File: src/pkg/flash_front_params.svh
`ifndef FLASH_FRONT_PARAMS_SVH
`define FLASH_FRONT_PARAMS_SVH

// Bits per serial byte
`define BYTE_BITS 4'h8
// Last bit index in a byte
`define BYTE_LAST 3'h7
// Most data bytes per page program
`define PAGE_BYTES 9'h100
// Array geometry
`define SECTOR_COUNT 6'h20
`define PAGES_PER_SECTOR 9'h100
`define PAGE_WIDTH 9'h100
// Address width of the array, 2 Mbyte
`define ADDR_BITS 21
// Width of the protect zone field
`define ZONE_BITS 3
// Reset value of the zone field
`define ZONE_RESET 3'h0

`endif

File: src/pkg/flash_front_pkg.sv
package flash_front_pkg;

    // Pause state machine, Gray coded along the usual path
    typedef enum logic [1:0]
    {
        PAUSE_IDLE = 2'h0,
        PAUSE_ARMED = 2'h1,
        PAUSE_ON = 2'h3,
        PAUSE_LEAVING = 2'h2
    } pause_e;

    // Power state of the device
    typedef enum logic [1:0]
    {
        PWR_STANDBY = 2'h0,
        PWR_ACTIVE = 2'h1,
        PWR_BUSY_DESEL = 2'h3
    } power_e;

endpackage

File: src/core/serial_flash_spi_frontend.sv
`timescale 1ns/1ps
`include "flash_front_params.svh"

module serial_flash_spi_frontend
    import flash_front_pkg::*;
(
    input wire logic mclk,
    input wire logic sys_rst,
    input wire logic serialClk,
    input wire logic serialIn,
    input wire logic chipEnable_n,
    input wire logic pausePin_n,
    input wire logic protectPin_n,
    output logic serialOut,
    output logic serialOutEn,
    input wire logic [7:0] txByte,
    output logic txTake,
    output logic [7:0] rxByte,
    output logic rxValid,
    output logic frameStart,
    output logic frameEnd,
    input wire logic internalBusy,
    output logic standby,
    output logic active,
    output logic paused,
    input wire logic zoneWrite,
    input wire logic [`ZONE_BITS-1:0] zoneIn,
    output logic [`ZONE_BITS-1:0] zoneBits,
    output logic zoneRefused
);

    // Synchronised pins
    logic clkSync;
    logic dinSync;
    logic selSync_n;
    logic pauseSync_n;
    logic protSync_n;

    sync_two_flop syncClk
    (
        .mclk(mclk), .sys_rst(sys_rst),
        .asyncIn(serialClk), .syncOut(clkSync)
    );
    sync_two_flop syncDin
    (
        .mclk(mclk), .sys_rst(sys_rst),
        .asyncIn(serialIn), .syncOut(dinSync)
    );
    sync_two_flop #(.RESET_LEVEL(1'b1)) syncSel
    (
        .mclk(mclk), .sys_rst(sys_rst),
        .asyncIn(chipEnable_n), .syncOut(selSync_n)
    );
    sync_two_flop #(.RESET_LEVEL(1'b1)) syncPause
    (
        .mclk(mclk), .sys_rst(sys_rst),
        .asyncIn(pausePin_n), .syncOut(pauseSync_n)
    );
    sync_two_flop #(.RESET_LEVEL(1'b1)) syncProt
    (
        .mclk(mclk), .sys_rst(sys_rst),
        .asyncIn(protectPin_n), .syncOut(protSync_n)
    );

    // Whole state of the front end
    typedef struct packed
    {
        logic clkPrev;
        logic selPrev_n;
        logic armed;
        logic inFrame;
        pause_e pause;
        logic [2:0] rxCount;
        logic [6:0] rxShift;
        logic [7:0] rxData;
        logic rxStrobe;
        logic [2:0] txCount;
        logic [7:0] txShift;
        logic txLoad;
        logic outBit;
        logic outEn;
        logic startPulse;
        logic endPulse;
        power_e power;
    } state_s;

    state_s st_reg;
    state_s st_next;

    // Edges of the sampled serial clock and select, and the clock gate
    logic clkRise;
    logic clkFall;
    logic selFall;
    logic selRise;
    logic clkLive;

    assign clkRise = clkSync && !st_reg.clkPrev;
    assign clkFall = !clkSync && st_reg.clkPrev;
    assign selFall = !selSync_n && st_reg.selPrev_n;
    assign selRise = selSync_n && !st_reg.selPrev_n;
    // Pause in force, including the wait for the clock low on the way out
    function automatic logic isPaused(input pause_e p);
        return (p == PAUSE_ON) || (p == PAUSE_LEAVING);
    endfunction

    // Clock is heeded only in frame and outside the pause condition
    assign clkLive = st_reg.inFrame && !isPaused(st_reg.pause);

    // Next state
    always_comb
    begin
        st_next = st_reg;
        st_next.clkPrev = clkSync;
        st_next.selPrev_n = selSync_n;
        st_next.rxStrobe = 1'b0;
        st_next.txLoad = 1'b0;
        st_next.startPulse = 1'b0;
        st_next.endPulse = 1'b0;

        // Power state follows select and internal cycles
        if (!selSync_n)
        begin
            st_next.power = PWR_ACTIVE;
        end
        else if (internalBusy)
        begin
            st_next.power = PWR_BUSY_DESEL;
        end
        else
        begin
            st_next.power = PWR_STANDBY;
        end

        // Pause tracking, entry and exit only while clock is low
        unique case (st_reg.pause)
            PAUSE_IDLE:
            begin
                // Pause needs the device selected
                if (!pauseSync_n && st_reg.inFrame)
                begin
                    st_next.pause = PAUSE_ARMED;
                end
            end
            PAUSE_ARMED:
            begin
                if (pauseSync_n)
                begin
                    st_next.pause = PAUSE_IDLE;
                end
                else if (!clkSync)
                begin
                    st_next.pause = PAUSE_ON;
                end
            end
            PAUSE_ON:
            begin
                if (pauseSync_n)
                begin
                    st_next.pause = PAUSE_LEAVING;
                end
            end
            PAUSE_LEAVING:
            begin
                if (!pauseSync_n)
                begin
                    st_next.pause = PAUSE_ON;
                end
                else if (!clkSync)
                begin
                    st_next.pause = PAUSE_IDLE;
                end
            end
        endcase

        // Frame control
        if (selFall && pauseSync_n)
        begin
            // First select fall after reset arms decoding
            st_next.armed = 1'b1;
            st_next.inFrame = 1'b1;
            st_next.startPulse = 1'b1;
            st_next.rxCount = 3'h0;
            st_next.txCount = 3'h0;
            st_next.txShift = txByte;
            st_next.txLoad = 1'b1;
        end
        else if (selRise)
        begin
            // Deselect ends the frame; under pause it resets the interface
            st_next.inFrame = 1'b0;
            st_next.pause = PAUSE_IDLE;
            st_next.endPulse = st_reg.inFrame;
            st_next.rxCount = 3'h0;
            st_next.txCount = 3'h0;
        end
        else if (clkLive && st_reg.armed)
        begin
            if (clkRise && (st_reg.pause != PAUSE_LEAVING))
            begin
                // Sample input, MSB first
                st_next.rxShift = {st_reg.rxShift[5:0], dinSync};
                st_next.rxCount = st_reg.rxCount + 3'h1;
                if (st_reg.rxCount == `BYTE_LAST)
                begin
                    st_next.rxData = {st_reg.rxShift, dinSync};
                    st_next.rxStrobe = 1'b1;
                end
            end
            // A fall with no rise before it in the frame (mode 3 lead-in) shifts nothing
            if (clkFall && (st_reg.txCount != st_reg.rxCount))
            begin
                // Shift next output bit after falling edge
                st_next.txCount = st_reg.txCount + 3'h1;
                if (st_reg.txCount == `BYTE_LAST)
                begin
                    st_next.txShift = txByte;
                    st_next.txLoad = 1'b1;
                end
                else
                begin
                    st_next.txShift = {st_reg.txShift[6:0], 1'b0};
                end
            end
        end

        // Output drives only selected and not paused
        st_next.outEn = st_next.inFrame && !isPaused(st_next.pause)
            && !selSync_n;
        st_next.outBit = st_next.txShift[7];
    end

    // State register
    always_ff @(posedge mclk or posedge sys_rst)
    begin
        if (sys_rst)
        begin
            st_reg <= '{clkPrev: 1'b0, selPrev_n: 1'b1, armed: 1'b0, inFrame: 1'b0,
                pause: PAUSE_IDLE, rxCount: 3'h0, rxShift: 7'h00, rxData: 8'h00,
                rxStrobe: 1'b0, txCount: 3'h0, txShift: 8'h00, txLoad: 1'b0,
                outBit: 1'b0, outEn: 1'b0, startPulse: 1'b0, endPulse: 1'b0,
                power: PWR_STANDBY};
        end
        else
        begin
            st_reg <= st_next;
        end
    end

    // Outputs
    assign serialOut = st_reg.outBit;
    assign serialOutEn = st_reg.outEn;
    assign rxByte = st_reg.rxData;
    assign rxValid = st_reg.rxStrobe;
    assign txTake = st_reg.txLoad;
    assign frameStart = st_reg.startPulse;
    assign frameEnd = st_reg.endPulse;
    assign standby = (st_reg.power == PWR_STANDBY);
    assign active = (st_reg.power != PWR_STANDBY);
    assign paused = isPaused(st_reg.pause);

    // Protect zone holder, frozen while protect pin is low
    zone_freeze zoneHold
    (
        .mclk(mclk),
        .sys_rst(sys_rst),
        .protectActive(!protSync_n),
        .zoneWrite(zoneWrite),
        .zoneIn(zoneIn),
        .zoneBits(zoneBits),
        .zoneRefused(zoneRefused)
    );
endmodule

File: src/core/sync_two_flop.sv
`timescale 1ns/1ps

// Two flip-flop synchroniser for one level
module sync_two_flop
#(
    // Level the pin rests at; reset loads it so no false edge follows reset
    parameter logic RESET_LEVEL = 1'b0
)
(
    input wire logic mclk,
    input wire logic sys_rst,
    input wire logic asyncIn,
    output logic syncOut
);

    // First stage, read only by the second stage
    logic stageOne_reg;

    // Both stages load the reset level of the pin
    always_ff @(posedge mclk or posedge sys_rst)
    begin
        if (sys_rst)
        begin
            stageOne_reg <= RESET_LEVEL;
            syncOut <= RESET_LEVEL;
        end
        else
        begin
            stageOne_reg <= asyncIn;
            syncOut <= stageOne_reg;
        end
    end

endmodule

File: src/core/zone_freeze.sv
`timescale 1ns/1ps
`include "flash_front_params.svh"

// Holds the protect zone; a write is refused while protection is frozen
module zone_freeze
(
    input wire logic mclk,
    input wire logic sys_rst,
    input wire logic protectActive,
    input wire logic zoneWrite,
    input wire logic [`ZONE_BITS-1:0] zoneIn,
    output logic [`ZONE_BITS-1:0] zoneBits,
    output logic zoneRefused
);

    // Zone register and refusal flag
    always_ff @(posedge mclk or posedge sys_rst)
    begin
        if (sys_rst)
        begin
            zoneBits <= `ZONE_RESET;
            zoneRefused <= 1'b0;
        end
        else
        begin
            zoneRefused <= zoneWrite && protectActive;
            if (zoneWrite && !protectActive)
            begin
                zoneBits <= zoneIn;
            end
        end
    end
endmodule

File: config.mk
export PLATFORM = sky130hd
export DESIGN_NAME = serial_flash_spi_frontend
export DESIGN_NICKNAME = d
export VERILOG_FILES = /design/src/pkg/flash_front_pkg.sv /design/src/core/serial_flash_spi_frontend.sv /design/src/core/sync_two_flop.sv /design/src/core/zone_freeze.sv
export VERILOG_INCLUDE_DIRS = /design/src /design/src/pkg
export SDC_FILE = /design/constraint.sdc
export NUM_CORES = 1
export LEC_CHECK = 0
export BUFFER_PORTS_ARGS = -buffer_cell sky130_fd_sc_hd__buf_2
export CORE_MARGIN = 2
export CORE_UTILIZATION = 45
export CTS_CLUSTER_DIAMETER = 100
export CTS_CLUSTER_SIZE = 16
export DETAILED_ROUTE_END_ITERATION = 10
export PLACE_DENSITY = 0.69
export SKIP_CTS_REPAIR_TIMING = 1
export SYNTH_ARGS = -nofsm -noshare
export SYNTH_HDL_FRONTEND = slang
export SYNTH_SLANG_ARGS = --single-unit
File: constraint.sdc
create_clock -name mclk -period 1.95 [get_ports mclk]
set_input_delay 0.39 -clock mclk [delete_from_list [all_inputs] [get_ports mclk]]
set_output_delay 0.39 -clock mclk [all_outputs]
set_load 0.005 [all_outputs]
==> results of run 1 <==
## critical path, stage by stage, from the launching register on
cell and delay [ps]:
dfrtp_1 420, ha_1 210, ha_1 190, or2_2 360, a2111oi_1 420, a211oi_1 110
## per-stage QoR
step	hold slack, ps	area [sq um]	worst slack (ps)
after global routing	121	2750	-29.0
after CTS	115	2740	67.0
after floorplan	331	2360	33.6
after global placement	332	2650	115
final	99.7	2750	114
after detailed placement	345	2650	67.0
## cell usage in the layout, fill, tap and decap left out, drive strengths merged, types with 2 or more instances in the layout
cell type / count
nand2: 6
nand3b: 2
nor2b: 9
nand2b: 5
xnor2: 4
buf: 51
nor3: 2
ha: 4
a2111oi: 7
a211oi: 7
mux2: 18
dfrtp: 49
nor2: 13
and2: 2
clkbuf: 6
a21oi: 3
mux2i: 2
dfstp: 7
o32ai: 7
or2: 3
inv: 4
o21ai: 3
## cell type report
type / count / area, sq um
tap: 70 / 87.6
inverter: 4 / 15.0
timing repair buffer: 51 / 295
clock inverter: 2 / 16.3
clock buffer: 6 / 72.6
fill: 462 / 2330
multi-input combinational: 109 / 851
sequential: 56 / 1410
## routing by layer
layer	vias to the layer above	track usage	wire (um)
met5	-	0	0
met4	0	0.0782	92
met3	7	0.0415	162
met2	36	0.223	1880
met1	741	0.183	1830
li1	734	-	-
## power by group
| group | internal [W] | switching, W | total [W] |
|---|---|---|---|
| registers | 0.00128 | 0.0000759 | 0.00135 |
| clock network | 0.000256 | 0.000368 | 0.000625 |
| logic | 0.000159 | 0.000138 | 0.000298 |
| total | 0.00169 | 0.000583 | 0.00228 |
## kinds of logic after synthesis
logic type	after synthesis
adder cells (fa/ha/maj)	4
multiplexers	20
buffers and inverters	21
XOR/XNOR	5
flip-flops	56
AND/OR/NAND/NOR	46
AO/OA/AOI/OAI	34
## worst max-delay path by stage
stage | from | to | slack, ps | cells past startpoint
after floorplan | syncSel.syncOut | rxByte[4] | 30 | 5
after global placement | st_reg[15] | st_reg[11] | 120 | 5
after detailed placement | st_reg[15] | st_reg[12] | 70 | 5
after CTS | st_reg[15] | st_reg[12] | 70 | 5
after global routing | st_reg[15] | st_reg[10] | -30 | 5
final | st_reg[15] | st_reg[12] | 110 | 5
==> results by group, run 1 <==
Run status
  – Status: completed

Routing
  – WL/cell: 13.3 um
  – Routed Antenna Nets: 0
  – Avg Vias per Cell: 5.09
  – DRT iter0 DRCs: around 90
  – Remaining DRCs: 0
  – Via Count: between 1500 and 2000
  – Final WL: around 4.0 mm
  – Drt pass-1 iters: 4

Clocking
  – Worst skew pair latency: between 300 and 400 ps
  – Clock transition at the registers of the reported paths: 100 ps
  – CTS Root Cell: clkbuf_8
  – Htree depth: 2
  – CTS tree: built
  – Total CTS buffers: 5
  – CTS Buffer Depth: 2
  – # clock sinks: 56

Yosys
  – Synth top area cells: dfrtp_1 52%, dfstp_2 7.8%, mux2_2 7.6%, a2111oi_0 2.6%, o32ai_1 2.6%
  – Async SR Flop Fraction: 1.00
  – Post-synthesis mux area share: 0.0942
  – Most frequent cell after synthesis: dfrtp_1
  – Post-Synth Adder-Cell Area: 0.0212
  – Synth Flop Type: dfrtp_1
  – Compound-Gate Fraction of Synth Area: 0.111
  – Synth top cells by count: 49 x dfrtp_1, 16 x mux2_2, 13 x nor2_1
  – FF+latch count, synth: 56
  – Cell area after synthesis: around 2400 sq um
  – Post-Synth Simple-Gate Area: 0.112
  – Cell taking the most area after synthesis: dfrtp_1
  – Synth Area per Inst: about 13 sq um
  – Seq/Total Area, Yosys: 0.597
  – Mapped Cells: roughly 190
  – Syn nets: 210
  – Post-synth EDFFs: 0
  – Yosys cell types: 37
  – Xor and xnor area share after synthesis: 0.0185
  – Synth Warn #: 0
  – Largest family of logic cells by synthesized area: simple AND/OR/NAND/NOR gates
  – Post-synth top area share: 0.519

STA
  – Final Hold Viols: 0
  – Measured slew at the worst slew-check pin: about 370 ps
  – Tmin final: 1840 ps
  – Unrepaired setup endpoints after global routing: true
  – Final Setup Violations: 0
  – Clock Skew: 10.4 ps
  – Setup TNS: 0 ps
  – Relative slew slack: 0.745
  – Fmax: around 540 MHz
  – Slew Limit Fails: 0
  – Fin crit share: 0.941

Worst setup path
  – R2r worst-path depth: 5
  – Crit-path max FO: 7
  – Worst EP arrival: between 2000 and 2500 ps
  – Crit path required time: approximately 2100 ps
  – Worst setup EP type: flop
  – FF-to-FF Start: st_reg[15]
  – Worst setup path category: reg -> reg
  – Critical path launch point type: flop
  – R2R setup slack: 110 ps
  – Reg-to-Reg End: st_reg[12]

Power and ir drop
  – Pwr Density: between 800 and 900 nW/um^2
  – Leakage: approximately 1.4 nW
  – PnR Total Power: ~0.0023 W
  – Peak supply drop: around 470 uV

Placed design
  – Placed cells: 290
  – DP HPWL: 2.73 mm
  – IO Port Bufs: 40
  – Final GP Congestion: around 0.73

Global routing
  – Largest net degree at the start of global routing: 57
  – Initial antenna violation count: 0
  – First-pass GRT wire length: 6.68 mm
  – GR Overflow Total: 0
  – Total GRT Usage: 0.144
  – Vias in the first global route: between 1000 and 1500

Finish
  – Post-layout util: 0.541
  – Area growth syn-to-layout: 16.3%
  – Share of cells above drive strength 1: 0.386
  – Non-Filler Instances: around 300
  – Layout net count: between 200 and 300
  – N_diodes: 0
  – Max reg flops: 28

Floorplanning
  – Starting density of the core: 0.466
  – Die area: roughly 5800 sq um
  – Die Y: 76.5 um
  – Site Rows: 26
  – Core area: 5070 sq um
  – Die Width: between 70 and 80 um
  – Io pins: between 40 and 50

Hold path
  – Worst hold-check path type: in -> async

Run
  – Max-cap violation count: 0
Power figures use the tool's default switching activity.
==> run 2, diff against run 1 <==
--- a/config.mk
+++ b/config.mk
@@ -6,7 +6,7 @@
 export SDC_FILE = /design/constraint.sdc
 export NUM_CORES = 1
 export LEC_CHECK = 0
-export BUFFER_PORTS_ARGS = -buffer_cell sky130_fd_sc_hd__buf_2
+export BUFFER_PORTS_ARGS = -buffer_cell sky130_fd_sc_hd__clkbuf_2
 export CORE_MARGIN = 2
 export CORE_UTILIZATION = 45
 export CTS_CLUSTER_DIAMETER = 100
==> results by group, run 2 (same netlist as run 1, synthesis figures left out) <==
Worst setup path
  – Crit path required time: approximately 2100 ps
  – Worst EP arrival: about 2000 ps
  – Crit-path max FO: 7
  – R2r worst-path depth: 5
  – Worst setup EP type: flop
  – FF-to-FF Start: st_reg[15]
  – R2R setup slack: between 100 and 150 ps
  – Worst setup path category: reg -> reg
  – Critical path launch point type: flop
  – Reg-to-Reg End: st_reg[10]

Global routing
  – Initial antenna violation count: 0
  – First-pass GRT wire length: roughly 6.9 mm
  – Vias in the first global route: 1543
  – GR Overflow Total: 0
  – Largest net degree at the start of global routing: 57
  – Total GRT Usage: 0.144

Finish
  – N_diodes: 0
  – Share of cells above drive strength 1: 0.390
  – Fill count: 441
  – Finished Cell Area: roughly 2700 sq um
  – Most frequent cells in the layout: 49 x dfrtp_1, 40 x clkbuf_2, 16 x mux2_2
  – Max reg flops: 28
  – Non-Filler Instances: 298
  – Storage cell area: 1410 sq um
  – Multi-input logic area: roughly 850 sq um
  – Layout net count: between 200 and 300
  – Area growth syn-to-layout: 16.3%
  – Most common cell after layout, fill and taps aside: dfrtp_1

Clocking
  – # clock sinks: 56
  – Htree depth: 2
  – CTS tree: built
  – Worst skew pair latency: between 300 and 400 ps
  – Total CTS buffers: 5
  – Clock transition at the registers of the reported paths: ~100 ps
  – CTS Buffer Depth: 2
  – CTS Root Cell: clkbuf_8

STA
  – Final Hold Viols: 0
  – Setup TNS: 0 ps
  – Unrepaired setup endpoints after global routing: true
  – Slew Limit Fails: 0
  – Final Setup Violations: 0
  – Relative slew slack: 0.734
  – Measured slew at the worst slew-check pin: roughly 390 ps
  – Fmax: 541 MHz
  – Fin crit share: 0.948
  – Clock Skew: between 7 and 8 ps
  – Fin Hold WS: approximately 97 ps
  – Tmin final: approximately 1800 ps

Floorplanning
  – Site Rows: 26
  – Die Y: ~76 um
  – Io pins: 41
  – Core area: 5070 sq um
  – Die Width: about 76 um
  – Die area: between 5000 and 6000 sq um
  – Starting density of the core: 0.466

Routing
  – Drt pass-1 iters: 4
  – Final WL: 3.95 mm
  – WL/cell: between 10 and 15 um
  – Via Count: about 1500
  – DRT iter0 DRCs: 90
  – Avg Vias per Cell: between 5 and 6
  – Remaining DRCs: 0
  – Routed Antenna Nets: 0

Power and ir drop
  – Leakage: 1.35 nW
  – Peak supply drop: roughly 520 uV
  – Pwr Density: 831 nW/um^2
  – PnR Total Power: around 0.0023 W

Placed design
  – Dpl cell area: 2650 sq um
  – Final GP Congestion: around 0.75
  – DP HPWL: ~2.7 mm
  – IO Port Bufs: 40
  – Placed cells: 290

Run status
  – Status: completed

Run
  – Max-cap violation count: 0

Hold path
  – Worst hold-check path type: in -> async
run 2: worst max-delay path, cell delays in order (launching register included):
cell and delay, ps:
dfrtp_1 420, ha_1 210, ha_1 190, or2_2 370, a2111oi_0 450, a211oi_1 90
run 2: worst max-delay path by stage:
stage                          from    endpoint  slack [ps]  depth (start not counted)
finish                   st_reg[15]  st_reg[10]         100                          5
global route             st_reg[15]  st_reg[12]          -3                          5
CTS                      st_reg[38]   st_reg[8]          50                          4
detailed placement       st_reg[15]  st_reg[13]          90                          5
global placement         st_reg[15]  st_reg[11]         120                          5
floorplan           syncSel.syncOut   rxByte[4]          30                          5
run 2: power by group:
part           switching [W]  internal [W]
clock network       0.000379      0.000256
registers          0.0000764       0.00128
logic               0.000135      0.000159
run 2: area by class of cell:
cell class                 instances  area share
clock inverter                     3     0.00774
sequential                        56       0.513
clock buffer                       5      0.0250
tap                               70      0.0319
multi-input combinational        109       0.309
timing repair buffer              51       0.107
inverter                           4     0.00546
run 2: per-stage QoR:
step	utilization	setup slack, ps
floorplan	-	33.6
global placement	0.522	117
detailed placement	0.522	85.3
CTS	0.540	48.0
global route	0.541	-3.36
finish	0.541	101
run 2: per-layer routing:
| metal | wire, um | vias to the layer above | share of wire | track usage |
|---|---|---|---|---|
| met2 | 1900 | 30 | 0.48 | 0.240 |
| met5 | 0 | - | 0 | 0 |
| met4 | 61 | 0 | 0.015 | 0.0600 |
| met3 | 138 | 6 | 0.035 | 0.0296 |
| li1 | - | 735 | - | - |
| met1 | 1850 | 756 | 0.47 | 0.183 |
==> run 3, diff against run 2 <==
--- a/config.mk
+++ b/config.mk
@@ -14,6 +14,8 @@
 export DETAILED_ROUTE_END_ITERATION = 10
 export PLACE_DENSITY = 0.69
 export SKIP_CTS_REPAIR_TIMING = 1
+export SLEW_MARGIN = 20
 export SYNTH_ARGS = -nofsm -noshare
 export SYNTH_HDL_FRONTEND = slang
+export SYNTH_HIERARCHICAL = 1
 export SYNTH_SLANG_ARGS = --single-unit
==> results by group, run 3 <==
Clocking
  – CTS Root Cell: clkbuf_8
  – Total CTS buffers: 5
  – Htree depth: 2
  – CTS tree: built
  – Clock transition at the registers of the reported paths: roughly 100 ps
  – Worst skew pair latency: about 310 ps
  – # clock sinks: 56
  – CTS Buffer Depth: 2

Yosys
  – Post-synth top area share: 0.522
  – Most frequent cell after synthesis: dfrtp_1
  – Synth Area per Inst: roughly 13 sq um
  – FF+latch count, synth: between 50 and 60
  – Post-synth EDFFs: 0
  – Synth top area cells: dfrtp_1 52%, mux2_2 9.1%, dfstp_2 7.8%, a221o_1 3.0%, buf_4 2.6%
  – Yosys cell types: 39
  – Synth Flop Type: dfrtp_1
  – Synth top cells by count: 49 x dfrtp_1, 19 x mux2_2, 10 x inv_1
  – Cell taking the most area after synthesis: dfrtp_1
  – Synth Warn #: 6
  – Async SR Flop Fraction: 1.00
  – Cell area after synthesis: between 2000 and 2500 sq um
  – Syn nets: approximately 200
  – Mapped Cells: about 180
  – Seq/Total Area, Yosys: 0.600

Global routing
  – Largest net degree at the start of global routing: 21
  – Total GRT Usage: 0.136
  – GR Overflow Total: 0
  – First-pass GRT wire length: 6.32 mm
  – Vias in the first global route: about 1300
  – Initial antenna violation count: 0

STA
  – Setup TNS: 0 ps
  – Fmax: between 500 and 600 MHz
  – Fin crit share: 0.912
  – Fin Hold WS: -14.5 ps
  – Final Setup Violations: 0
  – Tmin final: 1780 ps
  – Slew Limit Fails: 0
  – Unrepaired setup endpoints after global routing: false
  – Relative slew slack: 0.643
  – Clock Skew: between 6 and 7 ps
  – Final Hold Viols: 4
  – Measured slew at the worst slew-check pin: 531 ps
  – Final worst setup slack: 171 ps

Placed design
  – IO Port Bufs: 40
  – DP HPWL: between 2 and 3 mm
  – Final GP Congestion: around 0.75
  – Setup slack after placement: about 160 ps

Routing
  – Remaining DRCs: 0
  – Avg Vias per Cell: 4.82
  – Drt pass-1 iters: 4
  – Final WL: between 3 and 4 mm
  – Via Count: between 1000 and 1500
  – Routed Antenna Nets: 0
  – DRT iter0 DRCs: 47
  – WL/cell: between 10 and 15 um

Worst setup path
  – Delay-heaviest family, CP: flip-flops
  – Crit-path max FO: 9
  – CP bufs+invs: 2
  – Worst setup EP type: flop
  – Reg-to-Reg End: rxByte[7]
  – Slowest CP cell: dfstp_2
  – Max stage delay on crit path: between 500 and 600 ps
  – Worst EP arrival: 1980 ps
  – R2r worst-path depth: 6
  – Crit path required time: between 2000 and 2500 ps
  – Critical path launch point type: flop
  – R2R setup slack: ~170 ps
  – Cell Chain, Critical Path: nand3b_1 -> inv_2 -> nor4_4 -> buf_4 -> nand2_4 -> mux2_2
  – FF-to-FF Start: syncSel/syncOut
  – Worst setup path category: reg -> reg

Power and ir drop
  – Pwr Density: between 800 and 900 nW/um^2
  – Peak supply drop: ~530 uV
  – Leakage: between 1 and 1.5 nW

Finish
  – Most common cell after layout, fill and taps aside: dfrtp_1
  – Area growth syn-to-layout: 15.2%
  – Most frequent cells in the layout: 49 x dfrtp_1, 40 x clkbuf_2, 19 x mux2_2
  – Fill count: between 400 and 500
  – Max reg flops: 29
  – Multi-input logic area: around 810 sq um
  – N_diodes: 0
  – Share of cells above drive strength 1: 0.434
  – Storage cell area: between 1000 and 1500 sq um
  – Layout net count: ~240

Floorplanning
  – Die area: between 5000 and 6000 sq um
  – Die Width: 76.2 um
  – Site Rows: 26
  – Die Y: 76.2 um
  – Core area: just over 5000 sq um
  – Io pins: 41
  – Starting density of the core: 0.463

Run status
  – Status: complete, but fails checks
  – Failing checks: negative hold slack

Hold path
  – Worst hold-check path type: in -> async

Run
  – Max-cap violation count: 0
-- run 3: cell type report --
| type | instances | share of cell area |
|---|---|---|
| multi-input cells | 96 | 0.301 |
| clock buffers | 5 | 0.0254 |
| repair buffers | 48 | 0.0962 |
| inverters | 11 | 0.0153 |
| flip-flops and latches | 56 | 0.521 |
| clock inverters | 3 | 0.00833 |
| well taps | 70 | 0.0324 |
-- run 3: worst max-delay path by stage --
stage | from | to | slack, ps | cells after the start
floorplan | st_reg[41] | rxByte[0] | 70 | 5
global placement | syncSel/syncOut | rxByte[0] | 170 | 6
detailed placement | syncSel/syncOut | rxByte[4] | 160 | 6
CTS | syncSel/syncOut | rxByte[7] | 150 | 6
global route | syncSel/syncOut | rxByte[1] | 60 | 6
finish | syncSel/syncOut | rxByte[7] | 170 | 6
-- run 3: stage by stage --
stage | utilization | instances | instance area (sq um) | power [W]
floorplan | - | 175 | 2350 | 0.00150
finish | 0.533 | 289 | 2710 | 0.00220
CTS | 0.533 | 289 | 2710 | 0.00223
global placement | 0.515 | 281 | 2610 | 0.00159
global route | 0.533 | 289 | 2710 | 0.00232
detailed placement | 0.515 | 281 | 2610 | 0.00160
-- run 3: power breakdown --
| part | leakage [nW] | internal (W) | switching (W) |
|---|---|---|---|
| clock | 0.0485 | 0.000258 | 0.000374 |
| combinational | 0.641 | 0.000139 | 0.000108 |
| sequential | 0.709 | 0.00126 | 0.0000621 |
| total | 1.40 | 0.00166 | 0.000544 |
-- run 3: cells by family (layout without fill, tap and decap cells) --
family                     Yosys count  count (layout)  share of synthesized area
AOI/OAI and AO/OA                   20              20                     0.0709
DFF                                 56              56                      0.600
and+or+nand+nor                     42              42                      0.113
xor gates and xnor gates             5               5                     0.0187
muxes                               25              25                      0.123
adders and majority gates            4               4                     0.0213
buffers and inverters               23              67                     0.0527
-- run 3: metal layers --
layer  track usage  vias up  routed length (um)
met5             0        -                   0
met4        0.0709        0                  88
met3        0.0249        8                  92
met2         0.202       21                1720
met1         0.192      684                1790
li1              -      681                   -
